<file path="config.mk">
export PLATFORM = sky130hd
export DESIGN_NAME = sxch_handler
export DESIGN_NICKNAME = d
export VERILOG_FILES = /design/src/sxch_pkg.sv /design/src/sxch_tick.sv /design/src/sxch_handler.sv
export SDC_FILE = /design/constraint.sdc
export NUM_CORES = 1
export LEC_CHECK = 0
export BUFFER_PORTS_ARGS = -buffer_cell sky130_fd_sc_hd__buf_4
export CAP_MARGIN = 20
export CORE_MARGIN = 10
export CORE_UTILIZATION = 50
export CTS_BUF_LIST = sky130_fd_sc_hd__clkbuf_8
export CTS_CLUSTER_DIAMETER = 50
export DETAILED_ROUTE_END_ITERATION = 7
export GPL_TIMING_DRIVEN = 0
export PLACE_DENSITY = 0.77
export SETUP_SLACK_MARGIN = 0.4
export SLEW_MARGIN = 25
export SYNTH_ARGS = -nofsm -noshare
export SYNTH_HDL_FRONTEND = slang
export SYNTH_SLANG_ARGS = --single-unit
export TNS_END_PERCENT = 1
</file>
<file path="constraint.sdc">
create_clock -name clk -period 2.4 [get_ports clk]
set_input_delay 0.48 -clock clk [delete_from_list [all_inputs] [get_ports clk]]
set_output_delay 0.48 -clock clk [all_outputs]
set_load 0.005 [all_outputs]
</file>
<file path="src/sxch_pkg.sv">
// sxch_pkg: constants and types shared by the extended command handler
package sxch_pkg;

	// ----------------------------------------------------------------
	// clock and timing
	// ----------------------------------------------------------------
	localparam longint CLK_HZ = 200000000;
	localparam int TICK_TIME_MS = 1;
	localparam int TICK_CYC = int'(CLK_HZ / 1000) * TICK_TIME_MS;
	localparam int WAKE_TIME_S = 60;
	localparam int WAKE_TICKS = WAKE_TIME_S * 1000 / TICK_TIME_MS;

	// ----------------------------------------------------------------
	// register byte offsets
	// ----------------------------------------------------------------
	localparam logic [7:0] OFS_CMD = 8'h00;
	localparam logic [7:0] OFS_PARAM = 8'h04;
	localparam logic [7:0] OFS_ADDR = 8'h08;
	localparam logic [7:0] OFS_STATUS = 8'h0C;
	localparam logic [7:0] OFS_RESP = 8'h10;
	localparam logic [7:0] OFS_IIR = 8'h14;
	localparam logic [7:0] OFS_CFG = 8'h18;
	localparam logic [7:0] OFS_BKG = 8'h1C;

	// ----------------------------------------------------------------
	// field positions
	// ----------------------------------------------------------------
	localparam int CMD_SET_BIT = 4;
	localparam int ST_BUSY_BIT = 0;
	localparam int ST_RESP_BIT = 1;
	localparam int ST_SLEEP_BIT = 2;
	localparam int ST_BKG_BIT = 3;
	localparam int ST_HOLD_BIT = 4;
	localparam int CFG_PEAK_BIT = 0;
	localparam int CFG_SUPP_LSB = 1;
	localparam int CFG_FCAL_BIT = 3;
	localparam int CFG_WAVE_LSB = 16;

	// ----------------------------------------------------------------
	// values after reset and factory defaults
	// ----------------------------------------------------------------
	localparam logic [31:0] IIR_DEFAULT = 32'h0000_8000;
	localparam logic PEAK_DEFAULT = 1'b0;
	localparam logic [11:0] WAVE_DEFAULT = 12'h4B0;
	localparam logic [11:0] WAVE_MAX = 12'hE10;
	localparam logic [1:0] SUPP_DEFAULT = 2'h0;
	localparam logic FCAL_DEFAULT = 1'b0;
	localparam logic [7:0] ADDR_DEFAULT = 8'h30;
	localparam logic [31:0] ACK_ONE = 32'h0000_0001;

	// ----------------------------------------------------------------
	// command codes
	// ----------------------------------------------------------------
	typedef enum logic [3:0] {
		OP_IIR = 4'h0,
		OP_PEAK = 4'h1,
		OP_WAVE = 4'h2,
		OP_SUPP = 4'h3,
		OP_BKG = 4'h4,
		OP_WAKE = 4'h5,
		OP_RECAL = 4'h6,
		OP_DEFAULTS = 4'h7,
		OP_FCAL = 4'h8,
		OP_MEASURE = 4'h9,
		OP_STD = 4'hA
	} sxch_op_t;

	// power states, gray along sleep, active, wake window, held
	typedef enum logic [1:0] {
		PW_SLEEP = 2'h0,
		PW_MEAS = 2'h1,
		PW_WAKE = 2'h3,
		PW_HELD = 2'h2
	} sxch_pwr_t;

endpackage

</file>
<file path="src/sxch_tick.sv">
// sxch_tick: free running divider giving a one-cycle enable pulse
`timescale 1ns/1ps
module sxch_tick #(
	parameter int DIV = 4
) (
	// clock and reset
	input wire logic clk,
	input wire logic reset_n,
	// enable pulse
	output logic tick
);
	logic [31:0] cnt_r;

	// count DIV cycles, pulse on the last one
	always_ff @(posedge clk or negedge reset_n) begin
		if (!reset_n) begin
			cnt_r <= 32'h0000_0000;
			tick <= 1'b0;
		end else if (cnt_r == 32'(DIV - 1)) begin
			cnt_r <= 32'h0000_0000;
			tick <= 1'b1;
		end else begin
			cnt_r <= cnt_r + 32'h0000_0001;
			tick <= 1'b0;
		end
	end
endmodule // sxch_tick

</file>
<file path="src/sxch_handler.sv">
// sxch_handler: extended configuration command handler with Avalon-MM registers
//
// Summary of operation
// RL1: get IIR constant answers address plus constant
// RL2: host keeps IIR constant within zero to one
// RL3: peak select 0 reports strongest echo distance
// RL4: peak select 1 reports furthest echo distance
// RL5: wave length limited to 3600, echoed back
// RL6: suppression code masks wave and angle sentences
// RL7: nonzero background save stores curve to distance
// RL8: with background, only stronger echoes count; beyond the stored distance every echo counts
// RL9: background save with zero clears reference
// RL10: in SDI-12 mode sleep until measure
// RL11: serial ports closed while asleep
// RL12: wake command keeps device active 60 seconds
// RL13: serial connection in window holds device awake
// RL14: recalibrate clears, recalibrates, answers one
// RL15: factory reset restores defaults, answers one
// RL16: host power-cycles after factory reset
// RL17: forced calibration is 0 or 1, echoed
// RL18: other standard commands answered too
// RL19: set commands store then echo stored value
`timescale 1ns/1ps
module sxch_handler #(
	parameter int TICK_CYC = sxch_pkg::TICK_CYC,
	parameter int WAKE_TICKS = sxch_pkg::WAKE_TICKS
) (
	// clock and reset
	input wire logic clk,
	input wire logic reset_n,
	// avalon-mm slave
	input wire logic [7:0] avs_address,
	input wire logic avs_read,
	input wire logic avs_write,
	input wire logic [31:0] avs_writedata,
	output logic [31:0] avs_readdata,
	output logic avs_waitrequest,
	// echo processing
	input wire logic [31:0] max_peak_dist,
	input wire logic [31:0] last_peak_dist,
	input wire logic [31:0] echo_dist,
	input wire logic [15:0] echo_amp,
	input wire logic [15:0] echo_ref_amp,
	output logic [31:0] level_dist,
	output logic echo_accept,
	output logic bkg_capture,
	output logic [31:0] bkg_range,
	// calibration engine
	input wire logic cal_done,
	output logic cal_clear,
	output logic cal_start,
	output logic cal_forced,
	// sentence output and filter
	output logic wave_sentence_en,
	output logic angle_sentence_en,
	output logic [31:0] iir_constant,
	output logic [11:0] wave_window,
	// power and serial ports
	input wire logic sdi12_mode,
	input wire logic serial_connected,
	input wire logic meas_done,
	output logic meas_start,
	output logic serial_enable,
	output logic asleep
);
	// ----------------------------------------------------------------
	// state
	// ----------------------------------------------------------------
	typedef struct packed {
		logic ack;
		logic [31:0] rdata;
		logic [3:0] last_op;
		logic [31:0] param;
		logic [7:0] addr;
		logic busy;
		logic resp_valid;
		logic [31:0] resp;
		logic [31:0] iir;
		logic peak_last;
		logic [11:0] wave;
		logic [1:0] supp;
		logic fcal;
		logic bkg_valid;
		logic [31:0] bkg_dist;
		logic bkg_cap;
		logic cal_clr;
		logic cal_go;
		logic meas_go;
		sxch_pkg::sxch_pwr_t pwr;
		logic [31:0] wake_cnt;
		logic [31:0] level;
		logic accept;
	} sxch_state_t;

	sxch_state_t s_r;
	sxch_state_t s_nxt;
	logic tick;
	logic wr_now;
	logic cmd_go;
	logic [31:0] status_word;
	logic [31:0] cfg_word;

	// ----------------------------------------------------------------
	// millisecond enable
	// ----------------------------------------------------------------
	sxch_tick #(
		.DIV(TICK_CYC)
	) u_tick (
		.clk(clk),
		.reset_n(reset_n),
		.tick(tick)
	);

	// bus: one wait cycle, write lands on the edge waitrequest is low
	assign avs_waitrequest = (avs_read | avs_write) & ~s_r.ack;
	assign wr_now = avs_write & s_r.ack;
	// a command arriving while busy is dropped
	assign cmd_go = wr_now & (avs_address == sxch_pkg::OFS_CMD) & ~s_r.busy;

	// status and configuration read views
	always_comb begin
		status_word = 32'h0000_0000;
		status_word[sxch_pkg::ST_BUSY_BIT] = s_r.busy;
		status_word[sxch_pkg::ST_RESP_BIT] = s_r.resp_valid;
		status_word[sxch_pkg::ST_SLEEP_BIT] = asleep;
		status_word[sxch_pkg::ST_BKG_BIT] = s_r.bkg_valid;
		status_word[sxch_pkg::ST_HOLD_BIT] = (s_r.pwr == sxch_pkg::PW_HELD);
		cfg_word = 32'h0000_0000;
		cfg_word[sxch_pkg::CFG_PEAK_BIT] = s_r.peak_last;
		cfg_word[sxch_pkg::CFG_SUPP_LSB +: 2] = s_r.supp;
		cfg_word[sxch_pkg::CFG_FCAL_BIT] = s_r.fcal;
		cfg_word[sxch_pkg::CFG_WAVE_LSB +: 12] = s_r.wave;
	end

	// ----------------------------------------------------------------
	// next state
	// ----------------------------------------------------------------
	always_comb begin
		s_nxt = s_r;
		s_nxt.bkg_cap = 1'b0;
		s_nxt.cal_clr = 1'b0;
		s_nxt.cal_go = 1'b0;
		s_nxt.meas_go = 1'b0;

		// bus handshake and read data capture
		s_nxt.ack = (avs_read | avs_write) & ~s_r.ack;
		if (avs_read & ~s_r.ack) begin
			case (avs_address)
				sxch_pkg::OFS_CMD: s_nxt.rdata = {28'h0000000, s_r.last_op};
				sxch_pkg::OFS_PARAM: s_nxt.rdata = s_r.param;
				sxch_pkg::OFS_ADDR: s_nxt.rdata = {24'h000000, s_r.addr};
				sxch_pkg::OFS_STATUS: s_nxt.rdata = status_word;
				sxch_pkg::OFS_RESP: s_nxt.rdata = s_r.resp;
				sxch_pkg::OFS_IIR: s_nxt.rdata = s_r.iir;
				sxch_pkg::OFS_CFG: s_nxt.rdata = cfg_word;
				sxch_pkg::OFS_BKG: s_nxt.rdata = s_r.bkg_dist;
				default: s_nxt.rdata = 32'h0000_0000;
			endcase
		end

		// plain register writes
		if (wr_now && avs_address == sxch_pkg::OFS_PARAM) begin
			s_nxt.param = avs_writedata;
		end
		if (wr_now && avs_address == sxch_pkg::OFS_ADDR) begin
			s_nxt.addr = avs_writedata[7:0];
		end
		// writing one to the response bit clears it
		if (wr_now && avs_address == sxch_pkg::OFS_STATUS &&
			avs_writedata[sxch_pkg::ST_RESP_BIT]) begin
			s_nxt.resp_valid = 1'b0;
		end

		// command execution; the answer is prefixed with addr by software
		if (cmd_go) begin
			s_nxt.last_op = avs_writedata[3:0];
			s_nxt.resp_valid = 1'b1;
			case (avs_writedata[3:0])
				sxch_pkg::OP_IIR: begin
					// out-of-range constants are kept as given
					if (avs_writedata[sxch_pkg::CMD_SET_BIT]) begin
						s_nxt.iir = s_r.param; // see RL2
					end
					s_nxt.resp = avs_writedata[sxch_pkg::CMD_SET_BIT] ?
						s_r.param : s_r.iir; // see RL1
				end
				sxch_pkg::OP_PEAK: begin
					if (avs_writedata[sxch_pkg::CMD_SET_BIT]) begin
						s_nxt.peak_last = s_r.param[0];
					end
					s_nxt.resp = {31'h0, avs_writedata[sxch_pkg::CMD_SET_BIT] ?
						s_r.param[0] : s_r.peak_last}; // see RL19
				end
				sxch_pkg::OP_WAVE: begin
					if (avs_writedata[sxch_pkg::CMD_SET_BIT]) begin
						// clamp to the top of the allowed range
						s_nxt.wave = (s_r.param > {20'h0, sxch_pkg::WAVE_MAX}) ?
							sxch_pkg::WAVE_MAX : s_r.param[11:0]; // see RL5
					end
					s_nxt.resp = {20'h0, s_nxt.wave}; // see RL5
				end
				sxch_pkg::OP_SUPP: begin
					if (avs_writedata[sxch_pkg::CMD_SET_BIT]) begin
						s_nxt.supp = s_r.param[1:0];
					end
					s_nxt.resp = {30'h0, s_nxt.supp}; // see RL19
				end
				sxch_pkg::OP_BKG: begin
					s_nxt.bkg_dist = s_r.param;
					if (s_r.param == 32'h0000_0000) begin
						s_nxt.bkg_valid = 1'b0; // see RL9
					end else begin
						s_nxt.bkg_valid = 1'b1; // see RL7
						s_nxt.bkg_cap = 1'b1; // see RL7
					end
					s_nxt.resp = s_r.param;
				end
				sxch_pkg::OP_WAKE: begin
					s_nxt.resp = 32'h0000_0000;
				end
				sxch_pkg::OP_RECAL: begin
					// answer held back until the engine finishes
					s_nxt.busy = 1'b1;
					s_nxt.resp_valid = 1'b0;
					s_nxt.cal_clr = 1'b1; // see RL14
					s_nxt.cal_go = 1'b1; // see RL14
				end
				sxch_pkg::OP_DEFAULTS: begin
					s_nxt.iir = sxch_pkg::IIR_DEFAULT; // see RL15
					s_nxt.peak_last = sxch_pkg::PEAK_DEFAULT;
					s_nxt.wave = sxch_pkg::WAVE_DEFAULT;
					s_nxt.supp = sxch_pkg::SUPP_DEFAULT;
					s_nxt.fcal = sxch_pkg::FCAL_DEFAULT;
					s_nxt.bkg_valid = 1'b0;
					s_nxt.bkg_dist = 32'h0000_0000;
					s_nxt.resp = sxch_pkg::ACK_ONE; // see RL15
				end
				sxch_pkg::OP_FCAL: begin
					// any nonzero value means on
					if (avs_writedata[sxch_pkg::CMD_SET_BIT]) begin
						s_nxt.fcal = (s_r.param != 32'h0000_0000); // see RL17
					end
					s_nxt.resp = {31'h0, s_nxt.fcal}; // see RL17
				end
				sxch_pkg::OP_MEASURE: begin
					s_nxt.meas_go = 1'b1;
					s_nxt.resp = 32'h0000_0000; // see RL18
				end
				default: begin
					// other standard commands get an empty answer
					s_nxt.resp = 32'h0000_0000; // see RL18
				end
			endcase
		end

		// calibration finished: answer one; set wins over software clear
		if (s_r.busy && cal_done) begin
			s_nxt.busy = 1'b0;
			s_nxt.resp_valid = 1'b1;
			s_nxt.resp = sxch_pkg::ACK_ONE; // see RL14
		end

		// ------------------------------------------------------------
		// power state
		// ------------------------------------------------------------
		case (s_r.pwr)
			sxch_pkg::PW_SLEEP: begin
				if (s_nxt.meas_go) begin
					s_nxt.pwr = sxch_pkg::PW_MEAS; // see RL10
				end else if (cmd_go && avs_writedata[3:0] == sxch_pkg::OP_WAKE) begin
					s_nxt.pwr = sxch_pkg::PW_WAKE; // see RL12
					s_nxt.wake_cnt = 32'h0000_0000;
				end
			end
			sxch_pkg::PW_MEAS: begin
				if (meas_done) begin
					s_nxt.pwr = sxch_pkg::PW_SLEEP; // see RL10
				end
			end
			sxch_pkg::PW_WAKE: begin
				if (serial_connected) begin
					s_nxt.pwr = sxch_pkg::PW_HELD; // see RL13
				end else if (cmd_go && avs_writedata[3:0] == sxch_pkg::OP_WAKE) begin
					s_nxt.wake_cnt = 32'h0000_0000;
				end else if (tick) begin
					if (s_r.wake_cnt == 32'(WAKE_TICKS - 1)) begin
						s_nxt.pwr = sxch_pkg::PW_SLEEP; // see RL12
					end else begin
						s_nxt.wake_cnt = s_r.wake_cnt + 32'h0000_0001;
					end
				end
			end
			sxch_pkg::PW_HELD: begin
				if (!serial_connected) begin
					s_nxt.pwr = sxch_pkg::PW_SLEEP; // see RL13
				end
			end
			default: begin
				s_nxt.pwr = sxch_pkg::PW_SLEEP;
			end
		endcase

		// ------------------------------------------------------------
		// echo path
		// ------------------------------------------------------------
		s_nxt.level = s_r.peak_last ? last_peak_dist : max_peak_dist; // see RL3 RL4
		// beyond the stored range the reference does not apply
		s_nxt.accept = ~s_r.bkg_valid | (echo_dist > s_r.bkg_dist) |
			(echo_amp > echo_ref_amp); // see RL8
	end

	// ----------------------------------------------------------------
	// state register
	// ----------------------------------------------------------------
	always_ff @(posedge clk or negedge reset_n) begin
		if (!reset_n) begin
			s_r <= '{
				ack: 1'b0,
				rdata: 32'h0000_0000,
				last_op: 4'h0,
				param: 32'h0000_0000,
				addr: sxch_pkg::ADDR_DEFAULT,
				busy: 1'b0,
				resp_valid: 1'b0,
				resp: 32'h0000_0000,
				iir: sxch_pkg::IIR_DEFAULT,
				peak_last: sxch_pkg::PEAK_DEFAULT,
				wave: sxch_pkg::WAVE_DEFAULT,
				supp: sxch_pkg::SUPP_DEFAULT,
				fcal: sxch_pkg::FCAL_DEFAULT,
				bkg_valid: 1'b0,
				bkg_dist: 32'h0000_0000,
				bkg_cap: 1'b0,
				cal_clr: 1'b0,
				cal_go: 1'b0,
				meas_go: 1'b0,
				pwr: sxch_pkg::PW_SLEEP,
				wake_cnt: 32'h0000_0000,
				level: 32'h0000_0000,
				accept: 1'b1
			};
		end else begin
			s_r <= s_nxt;
		end
	end

	// ----------------------------------------------------------------
	// outputs
	// ----------------------------------------------------------------
	// outside SDI-12 mode the device never sleeps
	assign asleep = sdi12_mode & (s_r.pwr == sxch_pkg::PW_SLEEP); // see RL10
	assign serial_enable = ~asleep; // see RL11
	assign avs_readdata = s_r.rdata;
	assign level_dist = s_r.level;
	assign echo_accept = s_r.accept;
	assign bkg_capture = s_r.bkg_cap;
	assign bkg_range = s_r.bkg_dist;
	assign cal_clear = s_r.cal_clr;
	assign cal_start = s_r.cal_go;
	assign cal_forced = s_r.fcal;
	assign meas_start = s_r.meas_go;
	// code bit 0 drops the wave sentence, bit 1 the angle one
	assign wave_sentence_en = ~s_r.supp[0]; // see RL6
	assign angle_sentence_en = ~s_r.supp[1]; // see RL6
	assign iir_constant = s_r.iir;
	assign wave_window = s_r.wave;
endmodule // sxch_handler

</file>
; ---- Word level (Yosys, flattened, before mapping)
; Cells that the tools add are included.
[word_totals]
ff_bits = 296
in_bits = 176
out_inout_bits = 151
elab_cells = 148
[op_classes]
addsub = 2
magnitude_cmp = 3
eq_ne = 33
n_mux = 39
bitwise = 15
n_reduce_logical = 31
[ops]
columns = cell, n
row1 = case mux 32 bit (8 select lines), 2
row2 = 2-to-1 mux 32 bit, 7
row3 = case mux 32 bit (2 select lines), 2
row4 = 2-to-1 mux 119 bit, 1
row5 = 2-to-1 mux 34 bit, 3
row6 = case mux 33 bit (2 select lines), 1
row7 = adder 32 x 1 -> 32 bit (second input constant), 2
row8 = equality test 32 x 16 -> 1 bit (second input constant), 1
row9 = equality test 32 x 18 -> 1 bit (second input constant), 1
row10 = equality test 8 x 5 -> 1 bit (second input constant), 4
row11 = > comparator 32 x 12 -> 1 bit (second input constant), 1
row12 = > comparator 32 bit, 1
row13 = logical NOT 32 bit, 1
row14 = nonzero test 32 bit, 1
row15 = 2-to-1 mux 12 bit, 2
row16 = case mux 12 bit (2 select lines), 1
row17 = 2-to-1 mux 2 bit, 9
row18 = nonzero test 2 bit, 9
row19 = equality test 4 x 3 -> 1 bit (second input constant), 4
row20 = equality test 8 x 4 -> 1 bit (second input constant), 2
row21 = > comparator 16 bit, 1
row22 = AND reduction 2 bit, 8
row23 = != test 2 bit (second input constant), 6
row24 = != test 3 bit (second input constant), 4
row25 = other kinds (20), 49

; ---- Depth between registers and ports, before layout
[logic_depth]
depth_word = 7
ltp_mapped = 10
depth_no_buf = 8

; ---- Hierarchy
; Synthesis repeated with hierarchy kept, for this count alone.
[hier_totals]
cells_unflattened = 1567
hier_area_um2 = 16019.1
[modules_own_cells]
columns = mod, instances, cells_each, area_each_um2, seq_area_each_um2
row1 = sxch_handler, 1, 1418, 14386.3, 6566.3
row2 = sxch_tick, 1, 149, 1632.8, 825.8

; ---- Worst setup path after synthesis
; Ideal clock, no wire load.
[synth_path]
kind = in2reg
from = input avs_address[1]
to = register s_r[65] (netlist bit)
setup_ns = 0.125
arrival_ns = 2.304
required_ns = 2.275
path_slack_ns = -0.028
path_stages = 8
n_path_buf = 2
path_cell_list = or4_4 -> buf_6 -> nor3_4 -> and2_1 -> buf_4 -> nand2_1 -> a221oi_2 -> mux2_2
[synth_via]
elab_chain_cells = 6
word_cells_on_any_way = 10
cone_classes = 2 x eq/ne / 3 x mux / 2 x bitwise / 3 x reduce/logical
[synth_rtl]
columns = element, line
row1 = from (decl), sxch_handler.sv:32  ; input wire logic [7:0] avs_address,
row2 = logical NOT 8 bit *, sxch_handler.sv:118  ; assign cmd_go = wr_now & (avs_address == sxch_pkg::OFS_CMD) & ~s_r.busy;
row3 = bitwise AND 1 bit * (2 in series), sxch_handler.sv:118
row4 = 2-to-1 mux 119 bit / logical AND 1 bit (equally long branches), "sxch_handler.sv:175, sxch_handler.sv:270, sxch_handler.sv:283"
row5 = != test 3 bit (no line) / 2-to-1 mux 2 bit (equally long branches), --
row6 = AND reduction 6 bit (no line) / case mux 2 bit (4 select lines) (equally long branches), --
row7 = to (signal assigned), sxch_handler.sv:317  ; s_r <= '{
row8 = to (signal assigned), sxch_handler.sv:343  ; s_r <= s_nxt;
row9 = to (decl), sxch_handler.sv:95  ; sxch_state_t s_r;
; Every way passes the cells marked *; elsewhere a longest branch is shown, timed or not. The select of a mux whose other input is x is not followed.
; A chain may end at the register's enable or synchronous reset.

; ---- Final worst setup path
[layout_path]
from = input avs_address[1]
to = register s_r (netlist bit iir_constant[24])
[layout_via]
elab_chain_cells = 4
[layout_rtl]
columns = element, line
row1 = logical NOT 8 bit, sxch_handler.sv:118
row2 = bitwise AND 1 bit (2 in series), sxch_handler.sv:118
row3 = AND reduction 2 bit (no line), --
; No other way between the ends.

==> flow_metrics.env <==
export IMPL_outcome="complete, no violations"
export IMPL_area_growth_pct=26.78
export IMPL_grt_pass1_wl_mm=79.84
export IMPL_power_density_nw_per_um2=561.0
export IMPL_path_class="in -> reg"
export IMPL_clk_path_buf_depth=3
export IMPL_hold_path_end="s_r[211]"
export IMPL_critPathBufInv=4
export IMPL_grt_max_degree=95
export IMPL_worst_pin_slew_ns=0.8183
export IMPL_synth_flop_cell="dfrtp_1"
export IMPL_crit_chain="buf_4, or4_4, buf_6, nor3_4, and2_1, buf_6, nand2_1, clkbuf_1, a22o_1"
export IMPL_dp_hpwl_mm=39.51
export IMPL_die_area_um2=39860
export IMPL_cp_slowest_stage_delay_ns=0.54
export IMPL_nNetsFinal=2231
export IMPL_reg2reg_to="s_r[159]"
export IMPL_fmax_mhz=420.3
export IMPL_pin_count=327
export IMPL_drc=0
export IMPL_grt_ovfl_total=0
export IMPL_utilization=0.6450
export IMPL_ys_warn_count=0
export IMPL_fp_dieH_um=199.7
export IMPL_cellLeakagePower_nw=9.836
export IMPL_vias=14156
export IMPL_rows=65
export IMPL_cp_slowest_cell="or4_4"
export IMPL_die_x_um=199.7
export IMPL_finish_instance_area_um2=20460
export IMPL_root_buffer="clkbuf_8"
export IMPL_initialDrtViolationCount=1241
export IMPL_r2r_cells=7
export IMPL_hold_violations=0
export IMPL_cp_max_fo=10
export IMPL_dr_pass1_iters=6
export IMPL_cp_depth=9
export IMPL_synth_seq_cells=295
export IMPL_endpoint_kind="flip-flop"
export IMPL_worstPathArrival_ns=2.81
export IMPL_place_gp_congestion=0.9761
export IMPL_synth_area_leader_cell="dfrtp_1"
export IMPL_use_met1=0.3172
export IMPL_r2r_start="s_r[209]"
export IMPL_use_met3=0.05585
export IMPL_place_area_um2=19160
export IMPL_synthTopCellsByCount="dfrtp_1, buf_4, nand2_1"
export IMPL_antenna_left=0
export IMPL_ir_drop_mv=0.3880
export IMPL_start_util=0.5088
export IMPL_cts_clk_slew_worst_paths_ns=0.06
export IMPL_netlist_area_um2=16140
export IMPL_post_synth_top_count_cell="dfrtp_1"
export IMPL_grt_pass1_vias=14205
export IMPL_wire_per_inst_um=21.41
export IMPL_setup_viol=0
export IMPL_drive_gt1_frac=0.3485
export IMPL_critical_path_top_delay_family="simple AND/OR/NAND/NOR gates"
export IMPL_nFillCells=2561
export IMPL_holdWs_ns=0.1135
export IMPL_htreeDepth=2
export IMPL_fin_skew_ns=0.04446
export IMPL_period_minus_slack_ns=2.379
export IMPL_synth_edf_count=0
export IMPL_fin_crit_sh=0.9914
export IMPL_yosys_top_cells_area="dfrtp_1, buf_4, mux2_2, a22o_1, ha_1"
export IMPL_reg2reg_setup_slack_ns=0.09
export IMPL_cp_required_ns=2.83
export IMPL_yosys_cell_types_count=71
export IMPL_drv_slew=0
export IMPL_synthCells=1610
export IMPL_ys_seq_area_frac=0.4581
export IMPL_port_buffers=322
export IMPL_synth_area_per_cell_um2=10.02
export IMPL_cts_tree="done"
export IMPL_cp_common_cell="buf_6"
export IMPL_synthArstFlopShare=1.000
export IMPL_holdCritStartpoint="avs_writedata[17]"
export IMPL_avgViaCountPerCell=5.795
export IMPL_slew_headroom=0.4495
export IMPL_clock_sinks=295
export IMPL_cts_buffers=50
export IMPL_rsz0062_at_grt="true"
export IMPL_track_usage=0.2536
export IMPL_syn_nets=1840
export IMPL_antenna_found_initial=3
export IMPL_min_delay_path_depth=2
export IMPL_clk_latency_ns=0.59
export IMPL_synth_top_area_frac=0.4451
export IMPL_maxCapViolations=0
export IMPL_top_usage_layer="met2"
export IMPL_use_met2=0.4236
export IMPL_cp_start_kind="primary input"
export IMPL_core_area_um2=31720
export IMPL_min_path_type="in -> reg"
export IMPL_drt_wl_total_mm=52.30
==> routing by layer <==
layer | vias up | share of wire | wire [um]
met1 | 6934 | 0.39 | 20310
met4 | 4 | 0.027 | 1394
met5 | - | 0.00052 | 27
met3 | 101 | 0.092 | 4799
met2 | 673 | 0.49 | 25770
li1 | 6444 | - | -
==> cell families after synthesis <==
family	count (synthesis)	synth area share
AO/OA/AOI/OAI	377	0.1639
buffers and inverters	300	0.1079
adder cells (fa/ha/maj)	54	0.04187
multiplexers	105	0.07141
XOR/XNOR	49	0.02660
flip-flops	295	0.4581
AND/OR/NAND/NOR	430	0.1302
==> state kept, by name (all words and copies together) (netlist names), 3 cells and up <==
signal and cells:
avs_readdata 32, wave_window 12, s_r 114, level_dist 32, cfg_word 3, iir_constant 32
bkg_range 32, u_tick.cnt_r 32
==> where the power goes <==
group	total (mW)	switching [mW]	internal (mW)
Combinational	1.81	1.01	0.798
Clock	4.53	2.04	2.49
Sequential	5.14	0.0753	5.06
==> cell usage in the layout (no fill, tap or decap), types with 8 or more instances in the layout <==
| cell | count |
|---|---|
| nand4_1 | 27 |
| nor2b_1 | 12 |
| a221oi_1 | 29 |
| a21oi_1 | 68 |
| clkbuf_8 | 65 |
| dfstp_2 | 8 |
| a22oi_1 | 40 |
| inv_1 | 86 |
| a2111oi_1 | 10 |
| clkbuf_2 | 10 |
| nand2_1 | 144 |
| buf_4 | 481 |
| buf_2 | 17 |
| a22o_1 | 81 |
| nor2_1 | 99 |
| nand3_1 | 41 |
| xor2_1 | 12 |
| mux2i_1 | 24 |
| ha_1 | 52 |
| a21o_1 | 9 |
| nor3_1 | 14 |
| xnor2_1 | 37 |
| and3_1 | 14 |
| dfrtp_1 | 286 |
| o21ai_0 | 84 |
| nor4_1 | 22 |
| mux2_2 | 77 |
| clkbuf_1 | 45 |
==> repair_timing <==
| item | CTS | global route |
|---|---|---|
| endpoints found under the hold margin | 71 | 0 |
| resized for setup | 38 | 8 |
| setup buffers | 9 | 4 |
| hold buffers | 1 | 0 |
| pin swaps | 8 | 1 |
| setup endpoints to repair | 236 | 235 |
==> final cells by class <==
class,count,area (um^2),area share
repair buffers,339,2615,0.1278
plain buffers,234,1526,0.07461
multi-input cells,1015,7149,0.3495
inverters,66,247.7,0.01211
diodes,1,2.502,0.0001223
well taps,402,503.0,0.02459
clock buffers,64,880.8,0.04306
clock inverters,27,140.1,0.006850
flip-flops and latches,295,7393,0.3614
==> worst max-delay path by stage <==
stage	slack [ns]	end	from
after floorplan	-0.01	s_r[65]	avs_address[1]
after global placement	-1.67	avs_readdata[3]	reset_n
after detailed placement	-0.81	s_r[57]	avs_address[0]
after CTS	0.11	s_r[64]	s_r[185]
after global routing	-0.01	s_r[63]	s_r[65]
final	0.02	iir_constant[24]	avs_address[1]
==> through the flow <==
| step | TNS [ns] | instances | total power [mW] | setup slack, ns |
|---|---|---|---|---|
| 2_1_floorplan | -0.02986 | 1610 | 6.119 | -0.01493 |
| 5_1_grt | -0.03376 | 2443 | 11.95 | -0.01389 |
| 4_1_cts | 0 | 2438 | 11.48 | 0.1051 |
| 6_report | 0 | 2443 | 11.48 | 0.02053 |
| 3_3_place_gp | -577.48 | 2334 | 6.790 | -1.673 |
| 3_5_place_dp | -103.55 | 2337 | 6.866 | -0.8126 |
Note: power is estimated with default switching activity, not from simulation.
